$ cat src/verilog/ofd_defines.svh
// Purpose: Offsets, field positions, reset values and counts for the operand field decoder
// Assumes: Byte addresses on an 8-bit AXI4-Lite address
// Notes:   Definitions only
`ifndef OFD_DEFINES_SVH
`define OFD_DEFINES_SVH
`define OFD_A_SIB      8'h00
`define OFD_A_DISP     8'h04
`define OFD_A_SEGSEL   8'h08
`define OFD_A_FACT     8'h0C
`define OFD_A_FLAGS    8'h10
`define OFD_A_ACCESS   8'h14
`define OFD_A_EA       8'h18
`define OFD_A_ADDRST   8'h1C
`define OFD_A_SEGST    8'h20
`define OFD_A_TIMING   8'h24
`define OFD_A_GPR_HI   3'h2
`define OFD_RESP_OK    2'h0
`define OFD_RESP_ERR   2'h2
`define OFD_SS_HI      7
`define OFD_SS_LO      6
`define OFD_IDX_HI     5
`define OFD_IDX_LO     3
`define OFD_BASE_HI    2
`define OFD_BASE_LO    0
`define OFD_MOD_HI     9
`define OFD_MOD_LO     8
`define OFD_NOIDX      3'h4
`define OFD_R_SP       3'h4
`define OFD_R_BP       3'h5
`define OFD_MOD_NONE   2'h0
`define OFD_MOD_D8     2'h1
`define OFD_MOD_D32    2'h2
`define OFD_MOD_REG    2'h3
`define OFD_SZ8        2'h0
`define OFD_SZ16       2'h1
`define OFD_SZ32       2'h2
`define OFD_CLK_TWOREG 8'h01
`define OFD_CLK_MIS1   8'h02
`define OFD_CLK_MIS2   8'h04
`define OFD_CLK_ODD1   8'h04
`define OFD_CLK_ODD2   8'h08
`define OFD_NFLAGS     9
`define OFD_FLAGS_RST  9'h000
`define OFD_ZERO32     32'h0000_0000
`endif

$ cat src/verilog/ofd_pkg.sv
// Purpose: Types shared by the operand field decoder
// Assumes: Nothing beyond the defines header
// Notes:   Segment codes 0 to 5 follow the field encodings directly; 6 and 7 both give ofd_seg_bad
package ofd_pkg;
	typedef enum logic [2:0] {
		ofd_seg_extra = 3'h0,
		ofd_seg_code  = 3'h1,
		ofd_seg_stack = 3'h2,
		ofd_seg_data  = 3'h3,
		ofd_seg_f     = 3'h4,
		ofd_seg_g     = 3'h5,
		ofd_seg_bad   = 3'h7
	} ofd_seg_e;
	typedef enum logic [1:0] {
		ofd_act_keep   = 2'h0,
		ofd_act_modify = 2'h1,
		ofd_act_zero   = 2'h2,
		ofd_act_one    = 2'h3
	} ofd_act_e;
	typedef enum logic [1:0] {
		ofd_sp_ctrl  = 2'h0,
		ofd_sp_debug = 2'h1,
		ofd_sp_test  = 2'h2,
		ofd_sp_none  = 2'h3
	} ofd_sp_e;
	typedef logic [31:0] ofd_word_t;
	typedef struct packed {
		logic             awready;
		logic             wready;
		logic             arready;
		logic             aw_hold;
		logic [7:0]       aw_addr;
		logic             w_hold;
		ofd_word_t        w_data;
		logic [3:0]       w_strb;
		logic             bvalid;
		logic [1:0]       bresp;
		logic             rvalid;
		ofd_word_t        rdata;
		logic [1:0]       rresp;
		logic [9:0]       sib;
		ofd_word_t        disp;
		logic [9:0]       segsel;
		logic [17:0]      fact;
		logic [8:0]       flags;
		logic [15:0]      access;
		ofd_word_t [7:0]  gpr;
		ofd_word_t        ea;
		logic [10:0]      addrst;
		logic [10:0]      segst;
		logic [15:0]      timing;
	} ofd_state_s;
endpackage

$ cat src/verilog/ofd_decoder.sv
// Purpose: Operand specifier decoder with an AXI4-Lite register window
// Assumes: Single clock; software loads fields and reads back decoded results
// Notes:   Decoded results trail a register write by one cycle
//
// Register access over AXI4-Lite and the address map were left to the implementer.
`timescale 1ns/1ps
`include "ofd_defines.svh"
module ofd_decoder (
	// Clock and reset
	input  wire logic              core_clk,
	input  wire logic              rst,
	// AXI4-Lite write
	input  wire logic [7:0]        s_axi_awaddr,
	input  wire logic              s_axi_awvalid,
	output logic                   s_axi_awready,
	input  wire logic [31:0]       s_axi_wdata,
	input  wire logic [3:0]        s_axi_wstrb,
	input  wire logic              s_axi_wvalid,
	output logic                   s_axi_wready,
	output logic [1:0]             s_axi_bresp,
	output logic                   s_axi_bvalid,
	input  wire logic              s_axi_bready,
	// AXI4-Lite read
	input  wire logic [7:0]        s_axi_araddr,
	input  wire logic              s_axi_arvalid,
	output logic                   s_axi_arready,
	output logic [31:0]            s_axi_rdata,
	output logic [1:0]             s_axi_rresp,
	output logic                   s_axi_rvalid,
	input  wire logic              s_axi_rready,
	// Decoded results to address and execution logic
	output ofd_pkg::ofd_word_t     ea_out,
	output ofd_pkg::ofd_seg_e      ea_seg,
	output logic [8:0]             flags_out,
	output logic [7:0]             extra_clocks
);
	import ofd_pkg::*;

	ofd_state_s s;
	ofd_state_s next_s;

	function automatic ofd_word_t ofd_merge(input ofd_word_t o, input ofd_word_t n,
		input logic [3:0] st);
		ofd_word_t r;
		r = o;
		for (int i = 0; i < 4; i++) begin
			if (st[i]) begin
				r[i*8 +: 8] = n[i*8 +: 8];
			end
		end
		return r;
	endfunction

	// Shared by both segment fields; the narrow one is zero-extended
	function automatic ofd_seg_e ofd_seg(input logic [2:0] code);
		unique case (code)
			3'h0: return ofd_seg_extra;
			3'h1: return ofd_seg_code;
			3'h2: return ofd_seg_stack;
			3'h3: return ofd_seg_data;
			3'h4: return ofd_seg_f;
			3'h5: return ofd_seg_g;
			default: return ofd_seg_bad;
		endcase
	endfunction

	// Returns valid flag above the register number
	function automatic logic [3:0] ofd_spec(input ofd_sp_e t, input logic [2:0] c);
		logic ok;
		ok = 1'b0;
		unique case (t)
			ofd_sp_ctrl:  ok = (c == 3'h0) || (c == 3'h2) || (c == 3'h3);
			ofd_sp_debug: ok = (c != 3'h4) && (c != 3'h5);
			ofd_sp_test:  ok = (c >= 3'h3);
			ofd_sp_none:  ok = 1'b0;
		endcase
		return {ok, ok ? c : 3'h0};
	endfunction

	// Penalty over an aligned 16-bit access on a no-wait bus
	function automatic logic [7:0] ofd_align(input logic [15:0] a);
		logic [1:0] sz;
		logic       both;
		logic       any;
		sz   = a[9:8];
		both = a[10] && a[11];
		any  = a[10] || a[11];
		if (!any) begin
			return 8'h00;
		end else if (sz == `OFD_SZ32 && a[12]) begin
			return both ? `OFD_CLK_ODD2 : `OFD_CLK_ODD1;
		end else if (sz == `OFD_SZ32 || (sz == `OFD_SZ16 && a[12])) begin
			return both ? `OFD_CLK_MIS2 : `OFD_CLK_MIS1;
		end
		return 8'h00;
	endfunction

	logic [1:0] f_ss;
	logic [2:0] f_idx;
	logic [2:0] f_base;
	logic [1:0] f_mod;
	logic       no_base;
	logic       no_idx;
	logic       wr_go;
	assign f_ss    = s.sib[`OFD_SS_HI:`OFD_SS_LO];
	assign f_idx   = s.sib[`OFD_IDX_HI:`OFD_IDX_LO];
	assign f_base  = s.sib[`OFD_BASE_HI:`OFD_BASE_LO];
	assign f_mod   = s.sib[`OFD_MOD_HI:`OFD_MOD_LO];
	assign no_base = (f_mod == `OFD_MOD_NONE) && (f_base == `OFD_R_BP);
	assign no_idx  = (f_idx == `OFD_NOIDX);
	assign wr_go   = s.aw_hold && s.w_hold && !s.bvalid;

	always_comb begin
		ofd_word_t  rd;
		ofd_word_t  term_base;
		ofd_word_t  term_idx;
		ofd_word_t  term_disp;
		ofd_seg_e   seg;
		logic       stk;
		logic       two;
		logic [7:0] ext;
		logic [3:0] spec;
		logic       hit;
		rd        = `OFD_ZERO32;
		term_base = `OFD_ZERO32;
		term_idx  = `OFD_ZERO32;
		term_disp = `OFD_ZERO32;
		seg       = ofd_seg_data;
		stk       = 1'b0;
		two       = 1'b0;
		ext       = 8'h00;
		spec      = 4'h0;
		hit       = 1'b1;
		next_s    = s;

		// Write address and data land in either order
		if (s.awready && s_axi_awvalid) begin
			next_s.aw_hold = 1'b1;
			next_s.aw_addr = s_axi_awaddr;
		end
		if (s.wready && s_axi_wvalid) begin
			next_s.w_hold = 1'b1;
			next_s.w_data = s_axi_wdata;
			next_s.w_strb = s_axi_wstrb;
		end
		if (s.bvalid && s_axi_bready) begin
			next_s.bvalid = 1'b0;
		end
		if (wr_go) begin
			next_s.aw_hold = 1'b0;
			next_s.w_hold  = 1'b0;
			next_s.bvalid  = 1'b1;
			next_s.bresp   = `OFD_RESP_OK;
			if (s.aw_addr[7:5] == `OFD_A_GPR_HI) begin
				next_s.gpr[s.aw_addr[4:2]] = ofd_merge(s.gpr[s.aw_addr[4:2]],
					s.w_data, s.w_strb);
			end else begin
				unique case (s.aw_addr)
					`OFD_A_SIB:    next_s.sib    = 10'(ofd_merge(32'(s.sib), s.w_data, s.w_strb));
					`OFD_A_DISP:   next_s.disp   = ofd_merge(s.disp, s.w_data, s.w_strb);
					`OFD_A_SEGSEL: next_s.segsel = 10'(ofd_merge(32'(s.segsel), s.w_data, s.w_strb));
					`OFD_A_FACT:   next_s.fact   = 18'(ofd_merge(32'(s.fact), s.w_data, s.w_strb));
					`OFD_A_ACCESS: next_s.access = 16'(ofd_merge(32'(s.access), s.w_data, s.w_strb));
					`OFD_A_FLAGS: begin
						// Whole word only: a result applies all nine actions at once
						for (int i = 0; i < `OFD_NFLAGS; i++) begin
							unique case (ofd_act_e'(s.fact[i*2 +: 2]))
								ofd_act_keep:   next_s.flags[i] = s.flags[i];
								ofd_act_modify: next_s.flags[i] = s.w_data[i];
								ofd_act_zero:   next_s.flags[i] = 1'b0;
								ofd_act_one:    next_s.flags[i] = 1'b1;
							endcase
						end
					end
					default: next_s.bresp = `OFD_RESP_ERR;
				endcase
			end
		end
		next_s.awready = !next_s.aw_hold && !next_s.bvalid;
		next_s.wready  = !next_s.w_hold && !next_s.bvalid;

		// Read port
		if (s.rvalid && s_axi_rready) begin
			next_s.rvalid = 1'b0;
		end
		if (s.arready && s_axi_arvalid) begin
			if (s_axi_araddr[7:5] == `OFD_A_GPR_HI) begin
				rd = s.gpr[s_axi_araddr[4:2]];
			end else begin
				unique case (s_axi_araddr)
					`OFD_A_SIB:    rd = 32'(s.sib);
					`OFD_A_DISP:   rd = s.disp;
					`OFD_A_SEGSEL: rd = 32'(s.segsel);
					`OFD_A_FACT:   rd = 32'(s.fact);
					`OFD_A_FLAGS:  rd = 32'(s.flags);
					`OFD_A_ACCESS: rd = 32'(s.access);
					`OFD_A_EA:     rd = s.ea;
					`OFD_A_ADDRST: rd = 32'(s.addrst);
					`OFD_A_SEGST:  rd = 32'(s.segst);
					`OFD_A_TIMING: rd = 32'(s.timing);
					default:       hit = 1'b0;
				endcase
			end
			next_s.rvalid = 1'b1;
			next_s.rdata  = rd;
			next_s.rresp  = hit ? `OFD_RESP_OK : `OFD_RESP_ERR;
		end
		next_s.arready = !next_s.rvalid;

		// Effective address terms
		if (!no_base) begin
			term_base = s.gpr[f_base];
		end
		if (!no_idx) begin
			term_idx = s.gpr[f_idx] << f_ss;
		end
		unique case (f_mod)
			`OFD_MOD_NONE: term_disp = no_base ? s.disp : `OFD_ZERO32;
			`OFD_MOD_D8:   term_disp = {{24{s.disp[7]}}, s.disp[7:0]};
			`OFD_MOD_D32:  term_disp = s.disp;
			`OFD_MOD_REG:  term_disp = `OFD_ZERO32;
		endcase
		stk = (f_base == `OFD_R_SP) || ((f_base == `OFD_R_BP) && !no_base);
		seg = stk ? ofd_seg_stack : ofd_seg_data;
		two = !no_base && !no_idx;
		next_s.ea = term_base + term_idx + term_disp;
		next_s.addrst = {two, f_mod == `OFD_MOD_REG, no_idx && (f_ss != 2'h0),
			no_idx, no_base, no_base ? 3'h0 : f_base, seg};

		// Segment and special register selectors
		spec = ofd_spec(ofd_sp_e'(s.segsel[9:8]), s.segsel[7:5]);
		next_s.segst = {spec, s.segsel[4:3] == 2'h3,
			ofd_seg(s.segsel[4:2]), ofd_seg({1'b0, s.segsel[1:0]})};

		// Clock penalties
		ext = ofd_align(s.access) + (two ? `OFD_CLK_TWOREG : 8'h00);
		next_s.timing = {8'(s.access[7:0] + ext), ext};
	end

	always_ff @(posedge core_clk or posedge rst) begin
		if (rst) begin
			s         <= '0;
			s.awready <= 1'b1;
			s.wready  <= 1'b1;
			s.arready <= 1'b1;
			s.flags   <= `OFD_FLAGS_RST;
		end else begin
			s <= next_s;
		end
	end

	assign s_axi_awready = s.awready;
	assign s_axi_wready  = s.wready;
	assign s_axi_bresp   = s.bresp;
	assign s_axi_bvalid  = s.bvalid;
	assign s_axi_arready = s.arready;
	assign s_axi_rdata   = s.rdata;
	assign s_axi_rresp   = s.rresp;
	assign s_axi_rvalid  = s.rvalid;
	assign ea_out        = s.ea;
	assign ea_seg        = ofd_seg_e'(s.addrst[2:0]);
	assign flags_out     = s.flags;
	assign extra_clocks  = s.timing[7:0];
endmodule

$ cat config.mk
export PLATFORM = sky130hd
export DESIGN_NAME = ofd_decoder
export DESIGN_NICKNAME = d
export VERILOG_FILES = /design/src/verilog/ofd_pkg.sv /design/src/verilog/ofd_decoder.sv
export VERILOG_INCLUDE_DIRS = /design/src /design/src/verilog
export SDC_FILE = /design/constraint.sdc
export NUM_CORES = 2
export LEC_CHECK = 0
export BUFFER_PORTS_ARGS = -buffer_cell sky130_fd_sc_hd__buf_2
export CAP_MARGIN = 20
export CORE_ASPECT_RATIO = 1.4
export CORE_MARGIN = 3
export CORE_UTILIZATION = 40
export CTS_BUF_LIST = sky130_fd_sc_hd__clkbuf_2
export CTS_CLUSTER_SIZE = 20
export DETAILED_ROUTE_END_ITERATION = 16
export GPL_TIMING_DRIVEN = 0
export SYNTH_ARGS = -nofsm -noshare
export SYNTH_HDL_FRONTEND = slang
export SYNTH_SLANG_ARGS = --single-unit
$ cat constraint.sdc
create_clock -name core_clk -period 37.4 [get_ports core_clk]
set_input_delay 3.74 -clock core_clk [delete_from_list [all_inputs] [get_ports core_clk]]
set_output_delay 3.74 -clock core_clk [all_outputs]
set_load 0.03 [all_outputs]
==> results.toml <==
[status]
outcome = "complete, no violations"

[die]
die_h_microns = 336
core_area_sq_mm = 0.0769
rows = 120
dieWidth_microns = 242
start_util_pct = 40.6
die_area_sq_mm = 0.0814
ios = 152

[routing]
drc = 0
vias = 23637
drt_wl_total_mm = 114
wl_per_cell_microns = 29.5
firstDrtPassIters = 10
ant_nets = 0
avgViaCountPerCell = 6.11
drt-initial-drc-count = 2577

[place]
io_buffers = 141
place_congestion = 0.941
hpwlAfterDp_mm = 84.5

[setup_path]
cp.arrival_ns = 8.42
cp_max_fo = 10
startpoint_type = "register"
cp-end-kind = "register"
required_ns = 38.62
path_class = "reg2reg"

[job]
maxCapViolCount = 0

[global_routing]
grt_max_degree = 126
overflow = 0
grt_pass1_wl_mm = 165
grt_pass1_vias = 24444
antenna_found_initial = 5
grt_use_total_pct = 27.8

[logic_synthesis]
yosysMostFrequentCell = "dfrtp_1"
synthArstFlopShare_pct = 100
netlist_instances = 2446
yosys.area.top_type = "dfrtp_1"
synth_area_leaders = "dfrtp_1 40%, mux4_2 18%, mux2_2 15%"
yosysUniqueCellTypes = 75
ys_warn_count = 0
syn-cell-area_sq_mm = 0.0312
yosysSeqAreaShare_pct = 40.0
synth.avg_cell_area_sq_um = 12.8
synth_edf_count = 0
ys_seq_elements = 499
yosys_most_used_dff = "dfrtp_1"
synthTopCellsByCount = "496 x dfrtp_1, 420 x mux2_2, 253 x mux4_2, 198 x nand2_1, 110 x buf_4"
synth_top_area_share_pct = 39.8

[sta]
max_freq_mhz = 139
hold_viol = 0
rsz0062_at_grt = "no"
finClkSkew_ns = 0.119
holdWs_ns = 0.441
fin_setup_tns_ns = 0
worstMarginPinSlew_ns = 1.33
min_period_over_period_pct = 19.2
slew_headroom_pct = 11.2
post-route-min-period_ns = 7.20
drv_slew = 0
setup_viol = 0

[cts]
cts_buffer_depth = 3
post_cts_buffers = 0
clk_pin_slew_ns = 0.10
clkLatencyLatePin_ns = 1.39
cts.sinks = 499
cts_made_buffers = 135
cts_tree = "done"
cts_resized = 0
cts_root_buffer = "clkbuf_2"
h-tree-depth = 4
hold_buffers = 0

[power_and_ir_drop]
ir_drop_uv = 32.8
intPower_w = 0.00122
clkPwrFrac_pct = 19.2
p_leak_nw = 16.0
powerDensity_mw_per_mm2 = 61.7
seqPwrFrac_pct = 39.3
sw_frac_of_total_pct = 42.7
p_sw_w = 0.000913
combPwrFrac_pct = 41.5

[final_layout]
final_layout_size_suffix_gt1_share_pct = 43.2
synthToLayoutAreaGrowth_pct = 10.9
fillers = 7158
nNetsFinal = 2864

[worst_hold_path]
hold_path.class = "reg2reg"
metrics by stage:
step	power, W	worst slack (ns)	area, sq um	utilization, %	std cells
CTS	0.00213	30.45	34600	45.0	3865
detailed placement	0.00171	30.34	33400	43.4	3636
floorplan	0.00140	19.73	31200	-	2452
global route	0.00224	30.40	34600	45.0	3869
finish	0.00214	30.20	34600	45.0	3871
global placement	0.00168	14.72	33200	43.2	3630
metal layers:
metal / GRT usage, % / share of wire (%)
met1: 32.3 / 36
met2: 45.7 / 48
met3: 6.99 / 8.6
met4: 19.0 / 7.6
met5: 0 / 0
kinds of logic (layout without fill, tap and decap cells):
family	count (synthesis)	in the layout	share of synthesized area (%)
muxes	771	771	36.7
DFF	499	499	40.0
and+or+nand+nor	388	388	5.74
AOI/OAI and AO/OA	354	354	7.40
buffers and inverters	328	704	5.52
adders and majority gates	69	69	3.56
xor gates and xnor gates	35	35	0.983
other	2	14	0.0241
worst paths after layout:
| kind | start | end | slack (ns) | cells past startpoint |
|---|---|---|---|---|
| max in group asynchronous | rst | s[226] | 33.48 | 4 |
| min reg2reg | s[495] | s_axi_wready | 0.44 | 1 |
| max | f_base[1] | ea_out[31] | 30.20 | 17 |
| max reg2reg | f_base[1] | ea_out[31] | 30.20 | 17 |
| min | s[495] | s_axi_wready | 0.44 | 1 |
| min in group asynchronous | rst | s[15] | 2.40 | 2 |
sequential cells by signal, summed over array words and instances (netlist names):
signal,count
ea_out,32
ea_seg,2
extra_clocks,4
f_base,3
f_idx,3
f_mod,2
f_ss,2
flags_out,9
s,403
s_axi_arready,1
s_axi_awready,1
s_axi_bresp,1
s_axi_bvalid,1
s_axi_rdata,32
s_axi_rresp,1
s_axi_rvalid,1
s_axi_wready,1
final cells by class:
cell class	count	area [sq um]	share of cell area, %
diodes	6	15.0	0.0434
plain buffers	252	1440	4.15
clock buffers	189	946	2.73
clock inverters	40	278	0.803
inverters	76	293	0.846
multi-input cells	1625	17000	49.1
flip-flops and latches	499	12500	36.1
well taps	1037	1300	3.75
repair buffers	147	846	2.44
cell usage in the layout (no fill, tap or decap), types with 8 or more instances in the layout:
| cell | synthesis | routed |
|---|---|---|
| o21ai_1 | 36 | 36 |
| clkinv_1 | 0 | 21 |
| o2111ai_1 | 8 | 8 |
| a21oi_1 | 85 | 85 |
| nand2_1 | 198 | 198 |
| mux2_2 | 420 | 420 |
| inv_1 | 76 | 75 |
| buf_2 | 43 | 184 |
| nand3_1 | 16 | 16 |
| nor2b_1 | 34 | 34 |
| clkbuf_1 | 77 | 77 |
| buf_1 | 18 | 18 |
| nor2_2 | 9 | 9 |
| ha_1 | 36 | 36 |
| a22oi_1 | 35 | 35 |
| conb_1 | 2 | 8 |
| xnor2_1 | 28 | 28 |
| dfrtp_1 | 496 | 496 |
| a21o_1 | 15 | 15 |
| mux2i_1 | 94 | 94 |
| o21ai_0 | 76 | 76 |
| and2_1 | 15 | 15 |
| nor2_1 | 67 | 67 |
| o211ai_1 | 15 | 15 |
| buf_4 | 110 | 110 |
| a222oi_1 | 30 | 30 |
| mux4_2 | 253 | 253 |
| fa_1 | 33 | 33 |
| clkbuf_2 | 1 | 190 |
| o21a_1 | 11 | 11 |
power by group through the flow:
stage | clock network (W) | logic (W) | registers, W
global route | 0.000447 | 0.000941 | 0.000852
finish | 0.000411 | 0.000886 | 0.000841
floorplan | 0 | 0.000632 | 0.000766
detailed placement | 0 | 0.000873 | 0.000842
global placement | 0 | 0.000854 | 0.000830
CTS | 0.000419 | 0.000876 | 0.000831
critical path, stage by stage (launching register included):
cell,delay (ns)
dfrtp_1,0.34
clkbuf_1,0.38
clkbuf_1,0.88
clkbuf_1,1.04
mux4_2,0.43
inv_1,0.07
o21ai_0,0.17
fa_1,0.50
ha_1,0.27
fa_1,0.49
a211oi_1,0.49
o211ai_1,0.38
nand4_1,0.26
a21oi_1,0.17
nor3_2,0.26
nor2_1,0.12
a311oi_1,0.60
xnor2_1,0.19
Power figures use the tool's default switching activity.
